<file path="config.mk">
export PLATFORM = sky130hd
export DESIGN_NAME = pwm_frontend_config_bank
export DESIGN_NICKNAME = d
export VERILOG_FILES = /design/src/inc/pwm_frontend_pkg.sv /design/src/verilog/pwm_frontend_config_bank.sv
export SDC_FILE = /design/constraint.sdc
export NUM_CORES = 1
export LEC_CHECK = 0
export BUFFER_PORTS_ARGS = -buffer_cell sky130_fd_sc_hd__buf_2
export CAP_MARGIN = 20
export CORE_MARGIN = 2
export CORE_UTILIZATION = 30
export DETAILED_ROUTE_END_ITERATION = 8
export GPL_TIMING_DRIVEN = 1
export PLACE_DENSITY = 0.57
export REMOVE_ABC_BUFFERS = 1
export SLEW_MARGIN = 40
export SYNTH_ARGS = -nofsm -noshare
export SYNTH_HDL_FRONTEND = slang
export SYNTH_SLANG_ARGS = --single-unit
</file>
<file path="constraint.sdc">
create_clock -name pclk -period 3.5 [get_ports pclk]
set_input_delay 0.7 -clock pclk [delete_from_list [all_inputs] [get_ports pclk]]
set_output_delay 0.7 -clock pclk [all_outputs]
set_load 0.01 [all_outputs]
</file>
<file path="src/inc/pwm_frontend_pkg.sv">
package pwm_frontend_pkg;

  localparam int ADDR_W = 12;
  localparam int DATA_W = 32;

  // Register indices; the byte address is four times the index.
  localparam logic [11:0] IDX_OV_LEVEL    = 12'h190;
  localparam logic [11:0] IDX_DESAT_CTRL  = 12'h191;
  localparam logic [11:0] IDX_CUR_OFFSET  = 12'h192;
  localparam logic [11:0] IDX_BLANKING    = 12'h193;
  localparam logic [11:0] IDX_SLOPE       = 12'h194;
  localparam logic [11:0] IDX_DEAD_TIME   = 12'h195;
  localparam logic [11:0] IDX_OFFSET_TRIM = 12'h196;
  localparam logic [11:0] IDX_BYPASS      = 12'h197;
  localparam logic [11:0] IDX_FLAG        = 12'h198;

  localparam logic [11:0] ADDR_OV_LEVEL    = IDX_OV_LEVEL << 2;
  localparam logic [11:0] ADDR_DESAT_CTRL  = IDX_DESAT_CTRL << 2;
  localparam logic [11:0] ADDR_CUR_OFFSET  = IDX_CUR_OFFSET << 2;
  localparam logic [11:0] ADDR_BLANKING    = IDX_BLANKING << 2;
  localparam logic [11:0] ADDR_SLOPE       = IDX_SLOPE << 2;
  localparam logic [11:0] ADDR_DEAD_TIME   = IDX_DEAD_TIME << 2;
  localparam logic [11:0] ADDR_OFFSET_TRIM = IDX_OFFSET_TRIM << 2;
  localparam logic [11:0] ADDR_BYPASS      = IDX_BYPASS << 2;
  localparam logic [11:0] ADDR_FLAG        = IDX_FLAG << 2;

  // Field layout.
  localparam int CUR_OFFSET_W   = 4;
  localparam int BLANK_W        = 2;
  localparam int SLOPE_RATE_W   = 6;
  localparam int SLOPE_BYP_BIT  = 6;
  localparam int DEAD_CODE_W    = 4;
  localparam int DEAD_P_LSB     = 4;
  localparam int DEAD_S_LSB     = 0;
  localparam int BYP_P_BIT      = 1;
  localparam int BYP_S_BIT      = 0;
  localparam int FLAG_BIT       = 0;

  // Reset values.
  localparam logic [7:0] RST_OV_LEVEL    = 8'h00;
  localparam logic [7:0] RST_DESAT_CTRL  = 8'h00;
  localparam logic [7:0] RST_CUR_OFFSET  = 8'h00;
  localparam logic [7:0] RST_BLANKING    = 8'h00;
  localparam logic [7:0] RST_SLOPE       = 8'h00;
  localparam logic [7:0] RST_DEAD_TIME   = 8'h00;
  localparam logic [7:0] RST_OFFSET_TRIM = 8'h00;
  localparam logic [7:0] RST_BYPASS      = 8'h00;

  // Timing.
  localparam int CLK_PERIOD_NS = 5;
  localparam int LEB_NS_1      = 50;
  localparam int LEB_NS_2      = 100;
  localparam int LEB_NS_3      = 200;
  localparam int LEB_CYC_1     = (LEB_NS_1 + CLK_PERIOD_NS - 1) / CLK_PERIOD_NS;
  localparam int LEB_CYC_2     = (LEB_NS_2 + CLK_PERIOD_NS - 1) / CLK_PERIOD_NS;
  localparam int LEB_CYC_3     = (LEB_NS_3 + CLK_PERIOD_NS - 1) / CLK_PERIOD_NS;
  localparam int LEB_CNT_W     = 6;
  localparam int DEAD_STEP_NS  = 16;
  localparam int DEAD_NS_W     = 9;

  typedef struct packed {
    logic input_select;
    logic watchdog_reset_enable;
    logic reserved;
    logic polarity_invert;
    logic output_enable;
    logic status;
    logic rise_irq_enable;
    logic fall_irq_enable;
  } desat_ctrl_type;

endpackage

</file>
<file path="src/verilog/pwm_frontend_config_bank.sv">
// How it works
// Hold 8-bit overvoltage level code for DAC.
// Input select bit picks bandgap or pin.
// Watchdog resets PWM only when enabled.
// Polarity bit inverts comparator output.
// Output enable gates comparator into PWM.
// Status bit shows polarity-adjusted comparator.
// Enabled rising edge sets desat flag.
// Enabled falling edge sets desat flag.
// Flag sets regardless of output enable.
// Firmware copies factory trim into trim register.
// 4-bit current offset code, upper bits zero.
// 2-bit blanking code, upper bits zero.
// Ignore current sense during blanking after turn-on.
// Slope bypass bit disables the ramp.
// 6-bit slope rate code drives ramp.
// Independent dead time, active when bypass clear.
// Upper nibble sets primary turn-on delay.
// Lower nibble sets secondary turn-on delay.
// Two-flop synchroniser before edge detection.
// Count 16 ns steps until code plus one; the code adds 5 ns per clock until (code + 1) * 16 ns.
//
// Register access over APB was chosen for this implementation.
`timescale 1ns/1ps

module dead_timer #(
  parameter int CODE_W = 4
) (
  input  wire logic              pclk,
  input  wire logic              presetn,
  input  wire logic              request,
  input  wire logic              bypass,
  input  wire logic [CODE_W-1:0] code,
  output logic                   drive
);

  localparam int NS_W = pwm_frontend_pkg::DEAD_NS_W;
  localparam logic [NS_W-1:0] STEP_NS = NS_W'(pwm_frontend_pkg::CLK_PERIOD_NS);

  logic [NS_W-1:0] elapsed_r;
  logic [NS_W-1:0] target;
  logic            reached;

  // Turn-on waits for (code + 1) steps of 16 ns, measured in elapsed nanoseconds.
  assign target  = NS_W'((int'(code) + 1) * pwm_frontend_pkg::DEAD_STEP_NS);
  assign reached = (elapsed_r >= target);

  always_ff @(posedge pclk or negedge presetn) begin
    if (!presetn) begin
      elapsed_r <= '0;
      drive     <= 1'b0;
    end else if (!request) begin
      elapsed_r <= '0;
      drive     <= 1'b0;
    end else if (bypass) begin
      drive <= 1'b1;
    end else begin
      if (!reached) begin
        elapsed_r <= elapsed_r + STEP_NS;
      end
      drive <= reached;
    end
  end

endmodule // dead_timer

module pwm_frontend_config_bank (
  input  wire logic        pclk,
  input  wire logic        presetn,
  input  wire logic        psel,
  input  wire logic        penable,
  input  wire logic        pwrite,
  input  wire logic [11:0] paddr,
  input  wire logic [31:0] pwdata,
  input  wire logic [3:0]  pstrb,
  output logic      [31:0] prdata,
  output logic             pready,
  output logic             pslverr,
  input  wire logic        desat_comparator_raw,
  input  wire logic        watchdog_pulse,
  input  wire logic        primary_pwm_request,
  input  wire logic        secondary_pwm_request,
  input  wire logic        primary_current_trip,
  output logic      [7:0]  ov_level_code,
  output logic      [7:0]  desat_offset_trim,
  output logic             desat_input_select,
  output logic             pwm_watchdog_reset,
  output logic             desat_pwm_trip,
  output logic             desat_irq_flag,
  output logic      [3:0]  current_offset_code,
  output logic      [1:0]  blanking_code,
  output logic             primary_current_trip_blanked,
  output logic             slope_bypass,
  output logic      [5:0]  slope_rate_code,
  output logic             primary_gate_drive,
  output logic             secondary_gate_drive
);

  localparam int DW  = pwm_frontend_pkg::DATA_W;
  localparam int LW  = pwm_frontend_pkg::LEB_CNT_W;
  localparam int DCW = pwm_frontend_pkg::DEAD_CODE_W;

  pwm_frontend_pkg::desat_ctrl_type desat_ctrl_r;

  logic [7:0]    ov_level_r;
  logic [7:0]    trim_r;
  logic [3:0]    cur_offset_r;
  logic [1:0]    blank_r;
  logic          slope_byp_r;
  logic [5:0]    slope_rate_r;
  logic [7:0]    dead_r;
  logic [1:0]    bypass_r;
  logic          cmp_meta_r;
  logic          cmp_sync_r;
  logic          cmp_adj_r;
  logic          flag_r;
  logic          prim_drive_d_r;
  logic [LW-1:0] blank_cnt_r;
  logic [DW-1:0] prdata_r;
  logic          pready_r;
  logic          pslverr_r;
  logic          prim_drive;
  logic          sec_drive;

  // APB decode: read data is captured in the setup cycle; writes take effect in the single access cycle.
  wire setup_phase = psel && !penable;
  wire wr_access   = psel && penable && pready_r && pwrite && pstrb[0];
  wire sel_ov      = (paddr == pwm_frontend_pkg::ADDR_OV_LEVEL);
  wire sel_desat   = (paddr == pwm_frontend_pkg::ADDR_DESAT_CTRL);
  wire sel_cur     = (paddr == pwm_frontend_pkg::ADDR_CUR_OFFSET);
  wire sel_blank   = (paddr == pwm_frontend_pkg::ADDR_BLANKING);
  wire sel_slope   = (paddr == pwm_frontend_pkg::ADDR_SLOPE);
  wire sel_dead    = (paddr == pwm_frontend_pkg::ADDR_DEAD_TIME);
  wire sel_trim    = (paddr == pwm_frontend_pkg::ADDR_OFFSET_TRIM);
  wire sel_byp     = (paddr == pwm_frontend_pkg::ADDR_BYPASS);
  wire sel_flag    = (paddr == pwm_frontend_pkg::ADDR_FLAG);
  wire mapped      = sel_ov || sel_desat || sel_cur || sel_blank || sel_slope ||
                     sel_dead || sel_trim || sel_byp || sel_flag;

  logic [DW-1:0] rd_mux;

  always_comb begin
    rd_mux = '0;
    if (sel_ov) begin
      rd_mux[7:0] = ov_level_r;
    end else if (sel_desat) begin
      rd_mux[7:0] = {desat_ctrl_r[7:3], cmp_adj_r, desat_ctrl_r[1:0]};
    end else if (sel_cur) begin
      rd_mux[pwm_frontend_pkg::CUR_OFFSET_W-1:0] = cur_offset_r;
    end else if (sel_blank) begin
      rd_mux[pwm_frontend_pkg::BLANK_W-1:0] = blank_r;
    end else if (sel_slope) begin
      rd_mux[pwm_frontend_pkg::SLOPE_BYP_BIT]        = slope_byp_r;
      rd_mux[pwm_frontend_pkg::SLOPE_RATE_W-1:0]     = slope_rate_r;
    end else if (sel_dead) begin
      rd_mux[7:0] = dead_r;
    end else if (sel_trim) begin
      rd_mux[7:0] = trim_r;
    end else if (sel_byp) begin
      rd_mux[1:0] = bypass_r;
    end else if (sel_flag) begin
      rd_mux[pwm_frontend_pkg::FLAG_BIT] = flag_r;
    end
  end

  always_ff @(posedge pclk or negedge presetn) begin
    if (!presetn) begin
      prdata_r  <= '0;
      pready_r  <= 1'b0;
      pslverr_r <= 1'b0;
    end else begin
      prdata_r  <= (setup_phase && !pwrite) ? rd_mux : '0;
      pready_r  <= setup_phase;
      pslverr_r <= setup_phase && !mapped;
    end
  end

  // Software configuration writes.
  always_ff @(posedge pclk or negedge presetn) begin
    if (!presetn) begin
      ov_level_r   <= pwm_frontend_pkg::RST_OV_LEVEL;
      desat_ctrl_r <= pwm_frontend_pkg::RST_DESAT_CTRL;
      cur_offset_r <= pwm_frontend_pkg::RST_CUR_OFFSET[3:0];
      blank_r      <= pwm_frontend_pkg::RST_BLANKING[1:0];
      slope_byp_r  <= pwm_frontend_pkg::RST_SLOPE[pwm_frontend_pkg::SLOPE_BYP_BIT];
      slope_rate_r <= pwm_frontend_pkg::RST_SLOPE[5:0];
      dead_r       <= pwm_frontend_pkg::RST_DEAD_TIME;
      trim_r       <= pwm_frontend_pkg::RST_OFFSET_TRIM;
      bypass_r     <= pwm_frontend_pkg::RST_BYPASS[1:0];
    end else if (wr_access) begin
      if (sel_ov) begin
        ov_level_r <= pwdata[7:0];
      end
      if (sel_desat) begin
        desat_ctrl_r        <= pwdata[7:0];
        desat_ctrl_r.status <= 1'b0;
      end
      if (sel_cur) begin
        cur_offset_r <= pwdata[pwm_frontend_pkg::CUR_OFFSET_W-1:0];
      end
      if (sel_blank) begin
        blank_r <= pwdata[pwm_frontend_pkg::BLANK_W-1:0];
      end
      if (sel_slope) begin
        slope_byp_r  <= pwdata[pwm_frontend_pkg::SLOPE_BYP_BIT];
        slope_rate_r <= pwdata[pwm_frontend_pkg::SLOPE_RATE_W-1:0];
      end
      if (sel_dead) begin
        dead_r <= pwdata[7:0];
      end
      if (sel_trim) begin
        trim_r <= pwdata[7:0];
      end
      if (sel_byp) begin
        bypass_r <= pwdata[1:0];
      end
    end
  end

  // Comparator path: synchronise, then apply polarity before status and edges.
  wire cmp_adj  = cmp_sync_r ^ desat_ctrl_r.polarity_invert;
  wire cmp_rise = cmp_adj && !cmp_adj_r;
  wire cmp_fall = !cmp_adj && cmp_adj_r;
  wire flag_set = (cmp_rise && desat_ctrl_r.rise_irq_enable) ||
                  (cmp_fall && desat_ctrl_r.fall_irq_enable);
  wire flag_clr = wr_access && sel_flag && pwdata[pwm_frontend_pkg::FLAG_BIT];

  always_ff @(posedge pclk or negedge presetn) begin
    if (!presetn) begin
      cmp_meta_r <= 1'b0;
      cmp_sync_r <= 1'b0;
      cmp_adj_r  <= 1'b0;
      flag_r     <= 1'b0;
    end else begin
      cmp_meta_r <= desat_comparator_raw;
      cmp_sync_r <= cmp_meta_r;
      cmp_adj_r  <= cmp_adj;
      flag_r     <= flag_set || (flag_r && !flag_clr);
    end
  end

  // Leading-edge blanking after each primary turn-on.
  logic [LW-1:0] leb_cycles;

  always_comb begin
    case (blank_r)
      2'h1:    leb_cycles = LW'(pwm_frontend_pkg::LEB_CYC_1);
      2'h2:    leb_cycles = LW'(pwm_frontend_pkg::LEB_CYC_2);
      2'h3:    leb_cycles = LW'(pwm_frontend_pkg::LEB_CYC_3);
      default: leb_cycles = '0;
    endcase
  end

  wire prim_on_edge = prim_drive && !prim_drive_d_r;
  wire blanking     = prim_on_edge ? (leb_cycles != '0) : (blank_cnt_r != '0);

  always_ff @(posedge pclk or negedge presetn) begin
    if (!presetn) begin
      prim_drive_d_r <= 1'b0;
      blank_cnt_r    <= '0;
    end else begin
      prim_drive_d_r <= prim_drive;
      if (prim_on_edge) begin
        blank_cnt_r <= leb_cycles - LW'(1);
      end else if (blank_cnt_r != '0) begin
        blank_cnt_r <= blank_cnt_r - LW'(1);
      end
    end
  end

  dead_timer #(
    .CODE_W (DCW)
  ) u_primary_dead (
    .pclk    (pclk),
    .presetn (presetn),
    .request (primary_pwm_request),
    .bypass  (bypass_r[pwm_frontend_pkg::BYP_P_BIT]),
    .code    (dead_r[pwm_frontend_pkg::DEAD_P_LSB +: DCW]),
    .drive   (prim_drive)
  );

  dead_timer #(
    .CODE_W (DCW)
  ) u_secondary_dead (
    .pclk    (pclk),
    .presetn (presetn),
    .request (secondary_pwm_request),
    .bypass  (bypass_r[pwm_frontend_pkg::BYP_S_BIT]),
    .code    (dead_r[pwm_frontend_pkg::DEAD_S_LSB +: DCW]),
    .drive   (sec_drive)
  );

  // Registered outputs toward the power stage and analog blocks.
  always_ff @(posedge pclk or negedge presetn) begin
    if (!presetn) begin
      pwm_watchdog_reset           <= 1'b0;
      desat_pwm_trip               <= 1'b0;
      primary_current_trip_blanked <= 1'b0;
    end else begin
      pwm_watchdog_reset <= watchdog_pulse && desat_ctrl_r.watchdog_reset_enable;
      desat_pwm_trip     <= cmp_adj && desat_ctrl_r.output_enable;
      primary_current_trip_blanked <= primary_current_trip && !blanking;
    end
  end

  assign prdata               = prdata_r;
  assign pready               = pready_r;
  assign pslverr              = pslverr_r;
  assign ov_level_code        = ov_level_r;
  assign desat_offset_trim    = trim_r;
  assign desat_input_select   = desat_ctrl_r.input_select;
  assign desat_irq_flag       = flag_r;
  assign current_offset_code  = cur_offset_r;
  assign blanking_code        = blank_r;
  assign slope_bypass         = slope_byp_r;
  assign slope_rate_code      = slope_rate_r;
  assign primary_gate_drive   = prim_drive;
  assign secondary_gate_drive = sec_drive;

endmodule // pwm_frontend_config_bank
</file>
==> results.md, run 1 <==
* First-pass GRT wire length at 18.9 mm
* Final worst-path cycle share at 73.0%
* Crit path largest cell delay at 0.55 ns
* Commonest non-fill, non-tap cell in the layout: dfrtp_1
* Most frequent cells in the layout: dfrtp_1 (90), buf_2 (75), mux2_2 (50), nand2_1 (31), conb_1 (24)
* # nets final at 587
* Post-synth ARST share at 100%
* Number of remaining DRC errors at 0
* Worst-path clk slew at 0.07 ns
* Layout cells sized above 1 at 31.7%
* Register bit total from synthesis at 90
* Pre-CTS setup slack at 0.831 ns
* Ports at 128
* CTS Sinks at 90
* Arr. time, crit path at 2.82 ns
* Setup Buffers After CTS at 0
* Largest net degree at the start of global routing at 63
* Crit. End Element: flip-flop
* Clk_skew at 0.00461 ns
* Synth area leader: dfrtp_1
* Leakage power at 2.82 nW
* Die Area at 17,300 sq um
* Synth area leaders: dfrtp_1 (46%), mux2_2 (12%), ha_1 (4.4%)
* Tightest Pin Transition at 0.749 ns
* Synth Cell Area at 4870 sq um
* Gr usage total at 13.6%
* MaxCap Viol Count at 0
* DIE WIDTH at 131 um
* CTS Buf Count at 9
* Die Span Y at 131 um
* First DRT Iteration DRCs at 233
* Crit path launch type: flip-flop
* CP most frequent cell: ha_1
* Hold Crit Class: in -> async
* Synth unique cells at 60
* Peak Freq at 391 MHz
* WP depth at 7
* Hold Fails Final Rpt at 0
* Critical path class: reg -> reg
* Final TNS setup at 0 ns
* Seq/Total Area, Yosys at 46.2%
* Number of H-tree levels at 3
* Pwr/cell area at 463 nW/um^2
* PostCTS Resize Cnt at 0
* Hold_buf cts at 0
* Site Rows at 46
* Core area at 15,900 sq um
* Final WS setup at 0.944 ns
* Top_reg_cell synth: dfrtp_1
* Clk buf depth at 2
* Crit path max-delay family: compound AO/OA/AOI/OAI gates
* Area growth syn-to-layout at 18.1%
* Port bufs at 76
* Worst vdd ir at 0.235 mV
* DR vias/cell at 4.90
* CTS root buf: clkbuf_16
* RSZ-0062 raised after global routing: no
* Met1 Use GR at 17.4%
* WL final at 11.6 mm
* Fin. max-slew vios at 0
* Routed Antenna Nets at 0
* M3 GR Usage at 4.63%
* Synth top area share at 46.2%
* Synth warn at 0
* WP data required at 3.77 ns
* Worst reg-to-reg path cell count at 7
* Dpl hpwl at 8.54 mm
* Busiest grt layer: met2
* Post-synth EDFFs at 0
* Final Instance Area at 5750 sq um
* Status: finished, final reports clean
* Gr ovfl total at 0
* Initial antenna violation count at 0
* Slew margin rel. at 49.8%
* Synth Area per Inst at 11.2 sq um
* Starting Density at 30.7%
* Pwr Total at 0.00266 W
* Hold Slack at 0.331 ns
* Crit-path slowest cell: a211oi_1
* Vias in the first global route at 3,552
* Filler cell count at 1,581
* Wire per inst at 15.8 um
* Ordered cell list for the critical path: ha_1 -> nand3_1 -> ha_1 -> a211oi_1 -> o21ai_0 -> or4_1 -> a21oi_1
* Final setup vio count at 0
* Skew-Pair Late Insertion Delay at 0.34 ns
* Met2 usage at 22.1%
* Post-layout min period at 2.56 ns
* TritonRoute pass-1 iters at 4
* Crit Path Max Fanout at 5
* Via Count at 3,593
* DP Area at 5410 sq um
* TritonCTS clock tree: yes
* GPL Wtd Cong at 0.774
* Buf/Inv on CP at 0
* Synth Instances at 433
* # diodes at 0
kinds of logic (layout without fill, tap and decap cells):
kind of cell / count (synthesis) / count (layout) / synth area share, %
simple gates: 131 / 131 / 16.9
other cells: 1 / 24 / 0.0770
buf+inv: 52 / 113 / 5.99
fa+ha+maj: 17 / 17 / 4.37
mux: 64 / 64 / 14.7
xor+xnor: 8 / 8 / 1.44
compound gates: 70 / 70 / 10.3
flops: 90 / 90 / 46.2
routing by layer:
| layer | wire, um | vias up | part of all wire, % |
|---|---|---|---|
| met5 | 0 | - | 0 |
| met4 | 104 | 0 | 0.90 |
| met3 | 766 | 6 | 6.6 |
| met2 | 5480 | 97 | 47 |
| met1 | 5250 | 1785 | 45 |
| li1 | - | 1705 | - |
stage by stage:
stage,utilization (%),instances
2_1_floorplan,-,421
3_3_place_gp,34.1,717
3_5_place_dp,34.1,717
4_1_cts,36.1,733
5_1_grt,36.2,733
6_report,36.2,733
area by class of cell:
cell class	count	area [sq um]	area share, %
clock inverters	7	100	1.74
well taps	216	270	4.70
inverters	17	63.8	1.11
flip-flops and latches	90	2250	39.1
clock buffers	9	225	3.91
repair buffers	80	417	7.24
multi-input cells	314	2430	42.2
cell usage after synthesis (7+ instances only):
library cell,count
ha_1,17
o21ai_0,11
dfrtp_1,90
mux2_2,50
nand2b_1,10
or3_1,7
a21oi_1,14
nor2_1,18
nand3_1,7
mux2i_1,13
nor3b_1,7
nand2_1,31
buf_4,25
inv_1,17
a211oi_1,8
flip-flops by register name (all words and copies together) (netlist names), 2 cells and up:
register	cells
u_primary_dead.elapsed_r	9
u_secondary_dead.elapsed_r	9
dead_r	8
desat_offset_trim	8
ov_level_code	8
prdata	8
blank_cnt_r	6
desat_ctrl_r	6
slope_rate_code	6
current_offset_code	4
blanking_code	2
bypass_r	2
worst register-to-register path: stages (launching register included):
cell and delay, ns:
dfrtp_1 0.41, ha_1 0.20, nand3_1 0.10, ha_1 0.30
a211oi_1 0.55, o21ai_0 0.31, or4_1 0.47, a21oi_1 0.15
where the power goes:
group | internal, W | switching (W)
combinational | 0.000164 | 0.000239
sequential | 0.00111 | 0.0000740
clock | 0.000634 | 0.000437
total | 0.00191 | 0.000750
final timing paths:
kind,startpoint,to,slack [ns]
max in group asynchronous,presetn,slope_rate_code[5],2.50
min in group pclk,cmp_meta_r,cmp_sync_r,0.35
setup / recovery,dead_r[4],u_primary_dead.elapsed_r[6],0.94
hold / removal,presetn,ov_level_code[0],0.33
hold reg to reg,cmp_meta_r,cmp_sync_r,0.35
setup reg to reg,dead_r[4],u_primary_dead.elapsed_r[6],0.94
(Power assumes the default switching activity.)
==> run 2, diff against run 1 <==
PLACE_DENSITY = 0.59   (was 0.57)
clock period = 2.07 ns   (was 3.5 ns; I/O delays follow)
==> run 2 against run 1 <==
Net effect:
- sequential share of layout area fell by 4.0 points
- die area did not move
- clock power rose by 47%
- highest routed layer unchanged
- final area rose by 11%
- power rose by 66%
- largest power group unchanged
- critical path type unchanged
- global-route usage rose by 0.75 points
- the run now ends with setup timing left
- combinational power rose by 110%
- critical path depth did not move
- via count rose by 5.2%
- sequential power rose by 69%
==> results.md, run 2 (synthesis gave the netlist of run 1 again) <==
* TritonCTS clock tree: yes
* Pwr/cell area at 691 nW/um^2 (+49%)
* Status: complete, but fails checks
* Peak Freq at 462 MHz (+18%)
* Via Count at 3,780 (+5.2%)
* Slew margin rel. at 63.2% (+13 points)
* Worst R2R Setup Slack at -0.09 ns (-1.04 ns)
* Skew-Pair Late Insertion Delay at 0.34 ns (about the same)
* Ports at 128 (unchanged)
* GPL Wtd Cong at 0.822 (+6.2%)
* Failing checks: setup timing
* Final worst-path cycle share at 105% (+32 points)
* Core area at 15,900 sq um (unchanged)
* Initial antenna violation count at 0 (unchanged)
* Hold Fails Final Rpt at 0 (unchanged)
* Hold Crit Class: in -> reg
* WP data required at 2.33 ns (-1.44 ns)
* Crit Path Max Fanout at 3 (-2)
* Final setup vio count at 5 (+5)
* Clk buf depth at 2 (unchanged)
* DR vias/cell at 4.82 (-1.6%)
* Gr ovfl total at 0 (unchanged)
* Logic pwr share at 19.1% (+4.0 points)
* Die Span Y at 131 um (unchanged)
* Crit path launch type: flip-flop
* Tightest Pin Transition at 0.538 ns (-0.212 ns)
* Port bufs at 76 (unchanged)
* Leakage power at 3.09 nW (+9.8%)
* Post-layout util at 40.4% (+4.2 points)
* CTS root buf: clkbuf_16
* P_int at 0.00313 W (+64%)
* First DRT Iteration DRCs at 196 (-16%)
* WL final at 12.4 mm (+6.8%)
* Critical path class: reg -> reg
* Most frequent cells in the layout: dfrtp_1 (89), buf_2 (75), mux2_2 (50), buf_4 (50), nand2_1 (29)
* Pre-CTS setup slack at -0.259 ns (-1.09 ns)
* CTS Buf Count at 9 (unchanged)
* Crit. End Element: flip-flop
* Vias in the first global route at 3,877 (+9.1%)
* Wire per inst at 15.8 um (-0.12%)
* Fin. max-slew vios at 0 (unchanged)
* DIE WIDTH at 131 um (unchanged)
* Die Area at 17,300 sq um (unchanged)
* Worst R2R Start: dead_r[0]
* Switch Pwr at 0.00130 W (+73%)
* Arr. time, crit path at 2.43 ns (-0.39 ns)
* Final WS setup at -0.0949 ns (-1.04 ns)
* Area growth syn-to-layout at 31.7%
* Worst reg-to-reg path cell count at 7 (unchanged)
* Regs by FF count: u_primary_dead.elapsed_r (9), u_secondary_dead.elapsed_r (9)
* Dpl hpwl at 9.13 mm (+6.9%)
* Site Rows at 46 (unchanged)
* TritonRoute pass-1 iters at 5 (+1)
* Worst-path clk slew at 0.06 ns (about the same)
* First-pass GRT wire length at 20.0 mm (+5.7%)
* Clk_skew at 0.00513 ns (+0.000524 ns)
* # nets final at 638 (+8.7%)
* CTS Sinks at 90 (unchanged)
* Post-layout min period at 2.16 ns (-0.392 ns)
* Largest net degree at the start of global routing at 59 (-6.3%)
* Commonest non-fill, non-tap cell in the layout: dfrtp_1
* Filler cell count at 1,545 (-2.3%)
* Routed Antenna Nets at 0 (unchanged)
* Worst vdd ir at 0.533 mV (+130%)
* MaxCap Viol Count at 0 (unchanged)
* Gr usage total at 14.4% (+0.75 points)
* Switching share of power at 29.4% (+1.2 points)
* Number of H-tree levels at 3 (unchanged)
* Layout cells sized above 1 at 45.2% (+14 points)
* Number of remaining DRC errors at 0 (unchanged)
* Starting Density at 30.7% (unchanged)
* # diodes at 0 (unchanged)
* Sequential power share at 45.5% (+0.8 points)
* RSZ-0062 raised after global routing: yes
* Critical path endpoint: u_secondary_dead.elapsed_r[6]
* Clk pwr share at 35.5% (-4.7 points)
* Critical Path Source: dead_r[0]
* HP Start: desat_comparator_raw
* Reg-to-Reg End: u_secondary_dead.elapsed_r[6]
-- run 2: cell type report --
class	count	area, sq um	area share (%)
Clock inverter	6	50.0	0.780
Clock buffer	10	239	3.73
Multi-Input combinational cell	314	2710	42.3
Timing Repair Buffer	131	826	12.9
Tap cell	216	270	4.21
Inverter	17	63.8	0.995
Sequential cell	90	2250	35.1
-- run 2: through the flow --
| step | setup TNS [ns] | hold slack [ns] | instances | area (sq um) | total power [W] |
|---|---|---|---|---|---|
| 3_3_place_gp | -2.06 | 0.216 | 763 | 5770 | 0.00275 |
| 3_5_place_dp | -1.99 | 0.214 | 763 | 5770 | 0.00281 |
| 2_1_floorplan | -0.468 | 0.118 | 421 | 4730 | 0.00246 |
| 5_1_grt | -1.25 | 0.162 | 784 | 6410 | 0.00469 |
| 4_1_cts | -0.0148 | 0.165 | 781 | 6170 | 0.00442 |
| 6_report | -0.263 | 0.182 | 784 | 6410 | 0.00443 |
-- run 2: power groups by stage --
stage          combinational, W  sequential, W  clock (W)
6_report               0.000845        0.00201    0.00157
5_1_grt                0.000940        0.00203    0.00172
4_1_cts                0.000789        0.00201    0.00163
3_5_place_dp           0.000767        0.00204          0
3_3_place_gp           0.000724        0.00203          0
2_1_floorplan          0.000452        0.00201          0
-- run 2: repair_timing --
action,4_1_cts,5_1_grt
gates cloned,0,0
hold buffers,1,0
setup endpoints to repair,19,20
pin swaps,11,23
resized for setup,25,43
hold endpoints to repair,1,0
buffers inserted,1,4
-- run 2: worst min path at each step --
stage                        endpoint  cells past startpoint  slack [ns]
2_1_floorplan          blank_cnt_r[0]                      0        0.12
3_3_place_gp   current_offset_code[3]                      1        0.22
3_5_place_dp   current_offset_code[3]                      1        0.21
4_1_cts                    cmp_meta_r                      1        0.16
5_1_grt                    cmp_meta_r                      1        0.16
6_report                   cmp_meta_r                      1        0.18
-- run 2: critical path: stages (launching register included) --
cell      delay (ns)
dfrtp_1         0.38
ha_2            0.23
nand3_2         0.10
ha_4            0.26
a211oi_2        0.23
nand4_1         0.18
or4_1           0.55
a21boi_1        0.16
-- run 2: routing by layer --
metal / vias to the layer above / global-route usage [%] / part of all wire (%)
li1: 1805 / - / -
met3: 17 / 4.17 / 4.6
met1: 1858 / 18.4 / 46
met4: 0 / 4.95 / 2.3
met5: - / 0 / 0
met2: 100 / 23.4 / 47
==> run 3, diff against run 2 <==
==> constraint.sdc (replaced) <==
create_clock -name pclk -period 2.07 [get_ports pclk]
set_input_delay 0.414 -clock pclk [delete_from_list [all_inputs] [get_ports pclk]]
set_output_delay 0.414 -clock pclk [all_outputs]
set_load 0.1 [all_outputs]
==> run 3 against run 2 <==
Net effect:
- the flow still finishes with violations (setup timing)
- worst setup slack better by 0.0056 ns
- critical endpoint is now u_secondary_dead.elapsed_r[5]
- non-clock buffer count is 2 higher
- routed wire length is 2.9% higher
- final area hardly changed
- clock skew is 0.0030 ns higher
==> results.md, run 3 (synthesis gave the netlist of run 1 again) <==
* Status: complete, but fails checks
* Failing checks: setup timing
* Worst R2R Setup Slack at -0.09 ns (about the same)
* TritonCTS clock tree: yes
* Most frequent cells in the layout: dfrtp_1 (89), buf_2 (75), mux2_2 (50), buf_4 (50), nand2_1 (28)
* Reg-to-Reg End: u_secondary_dead.elapsed_r[5]
* Largest net degree at the start of global routing at 59 (unchanged)
* MaxCap Viol Count at 0 (unchanged)
* Fin. max-slew vios at 0 (unchanged)
* Die Area at 17,300 sq um (unchanged)
* TritonRoute pass-1 iters at 4 (-1)
* Core area at 15,900 sq um (unchanged)
* Worst R2R Start: dead_r[0]
* Leakage power at 3.11 nW (+0.55%)
* Final worst-path cycle share at 104% (-0.27 points)
* Area growth syn-to-layout at 31.8% (about the same)
* Pwr Total at 0.00473 W (+6.7%)
* Slew margin rel. at 66.1% (+2.8 points)
* Initial antenna violation count at 0 (unchanged)
* Clk buf depth at 2 (unchanged)
* DR WL met3 at 644 um (+13%)
* Via Count at 3,823 (+1.1%)
* DIE WIDTH at 131 um (unchanged)
* Final setup vio count at 6 (+1)
* RSZ-0062 raised after global routing: yes
* Hold Crit Class: in -> reg
* Worst vdd ir at 0.370 mV (-31%)
* CTS Buf Count at 9 (unchanged)
* # diodes at 0 (unchanged)
* Gr ovfl total at 0 (unchanged)
* Hold path endpoint: cmp_meta_r
* Arr. time, crit path at 2.43 ns (about the same)
* Final TNS setup at -0.272 ns (-0.00882 ns)
* Dpl hpwl at 9.23 mm (+1.1%)
* Crit. End Element: flip-flop
* WL final at 12.8 mm (+2.9%)
* Peak Freq at 463 MHz (+0.26%)
* Tightest Pin Transition at 0.496 ns (-0.0415 ns)
* Hold Path Stages at 1 (unchanged)
* CTS Sinks at 90 (unchanged)
* Met2 wire len at 6.37 mm (+8.7%)
* Layout cells sized above 1 at 45.2% (-0.080 points)
* Final WS setup at -0.0893 ns (+0.00561 ns)
* Pwr/cell area at 737 nW/um^2 (+6.7%)
* Critical path class: reg -> reg
* Crit path launch type: flip-flop
* DR top layer: met4
* # nets final at 640 (+0.31%)
* Number of remaining DRC errors at 0 (unchanged)
* Starting Density at 30.7% (unchanged)
* Skew-Pair Late Insertion Delay at 0.34 ns (about the same)
* Post-layout min period at 2.16 ns (-0.00561 ns)
* Die Span Y at 131 um (unchanged)
* Regs by FF count: u_primary_dead.elapsed_r (9), u_secondary_dead.elapsed_r (9)
* Routed Antenna Nets at 0 (unchanged)
* Dpl cells at 762 (-0.13%)
* DR vias/cell at 4.87 (+1.0%)
* Worst reg-to-reg path cell count at 9 (+2)
* First-pass GRT wire length at 20.7 mm (+3.6%)
* Post-Layout Cell Count at 785 (+0.13%)
* WP data required at 2.34 ns (about the same)
* Commonest non-fill, non-tap cell in the layout: dfrtp_1
* Ports at 128 (unchanged)
* HP Start: desat_comparator_raw
* Hold Fails Final Rpt at 0 (unchanged)
* First DRT Iteration DRCs at 242 (+23%)
* GPL Wtd Cong at 0.824 (+0.21%)
* Site Rows at 46 (unchanged)
* Filler cell count at 1,527 (-1.2%)
* Crit Path Max Fanout at 4 (+1)
* Vias in the first global route at 3,956 (+2.0%)
* Worst-path clk slew at 0.06 ns (about the same)
* Wire per inst at 16.2 um (+2.7%)
* Gr usage total at 14.9% (+0.54 points)
* Clk_skew at 0.00812 ns (+0.00299 ns)
* Wl on met1 at 5.65 mm (-0.53%)
* Pre-CTS setup slack at -0.290 ns (-0.0311 ns)
* Number of H-tree levels at 3 (unchanged)
* Port bufs at 76 (unchanged)
* CTS root buf: clkbuf_16
==> run 3: worst max-delay path by stage <==
stage | from | to | slack, ns | cells after the start
after global routing | dead_r[0] | u_secondary_dead.elapsed_r[7] | -0.20 | 8
after global placement | dead_r[0] | u_secondary_dead.elapsed_r[0] | -0.21 | 7
after detailed placement | dead_r[0] | u_secondary_dead.elapsed_r[1] | -0.29 | 7
after CTS | dead_r[5] | u_primary_dead.drive | 0.009 | 8
final | dead_r[0] | u_secondary_dead.elapsed_r[5] | -0.09 | 9
after floorplan | u_primary_dead.drive | blank_cnt_r[4] | -0.39 | 8
==> run 3: final cells by class <==
type / instances / area (sq um) / area share, %
Inverter: 17 / 63.8 / 0.994
Tap cell: 216 / 270 / 4.21
Multi-Input combinational cell: 314 / 2700 / 42.0
Clock buffer: 12 / 246 / 3.84
Clock inverter: 3 / 40.0 / 0.624
Timing Repair Buffer: 133 / 848 / 13.2
Sequential cell: 90 / 2250 / 35.1
==> run 3: timing repair <==
item,4_1_cts,5_1_grt
endpoints found under the hold margin,1,0
cloned,0,0
hold buffers,1,0
gates resized for setup,25,46
setup buffers,3,4
pin swaps,7,17
setup endpoints to repair,20,19
==> run 3: layer usage <==
| metal | vias up | GRT usage, % |
|---|---|---|
| met3 | 7 | 4.59 |
| met2 | 86 | 25.2 |
| met1 | 1931 | 18.5 |
| met4 | 0 | 4.05 |
| li1 | 1799 | - |
| met5 | - | 0 |
==> run 3: critical path: stages, from the launching register on <==
cell and delay, ns:
dfrtp_1 0.42, buf_6 0.13, nand3_2 0.08, xor2_1 0.16, ha_2 0.20, a211oi_4 0.27
buf_6 0.15, nand2_4 0.05, or4_1 0.50, a21boi_1 0.15
==> run 3: metrics by stage <==
stage	hold WS, ns	utilization [%]	cell area (sq um)
after global placement	0.215	36.3	5760
after floorplan	0.118	-	4730
after detailed placement	0.212	36.3	5760
after global routing	0.168	40.4	6420
final	0.181	40.4	6420
after CTS	0.169	39.0	6190
==> run 3: power by group <==
part	internal [W]	total (W)	leakage, nW	switching [W]
Sequential	0.00189	0.00201	1.22	0.000122
Combinational	0.000397	0.00109	1.75	0.000692
Clock	0.000959	0.00163	0.142	0.000672
Total	0.00324	0.00473	3.11	0.00149
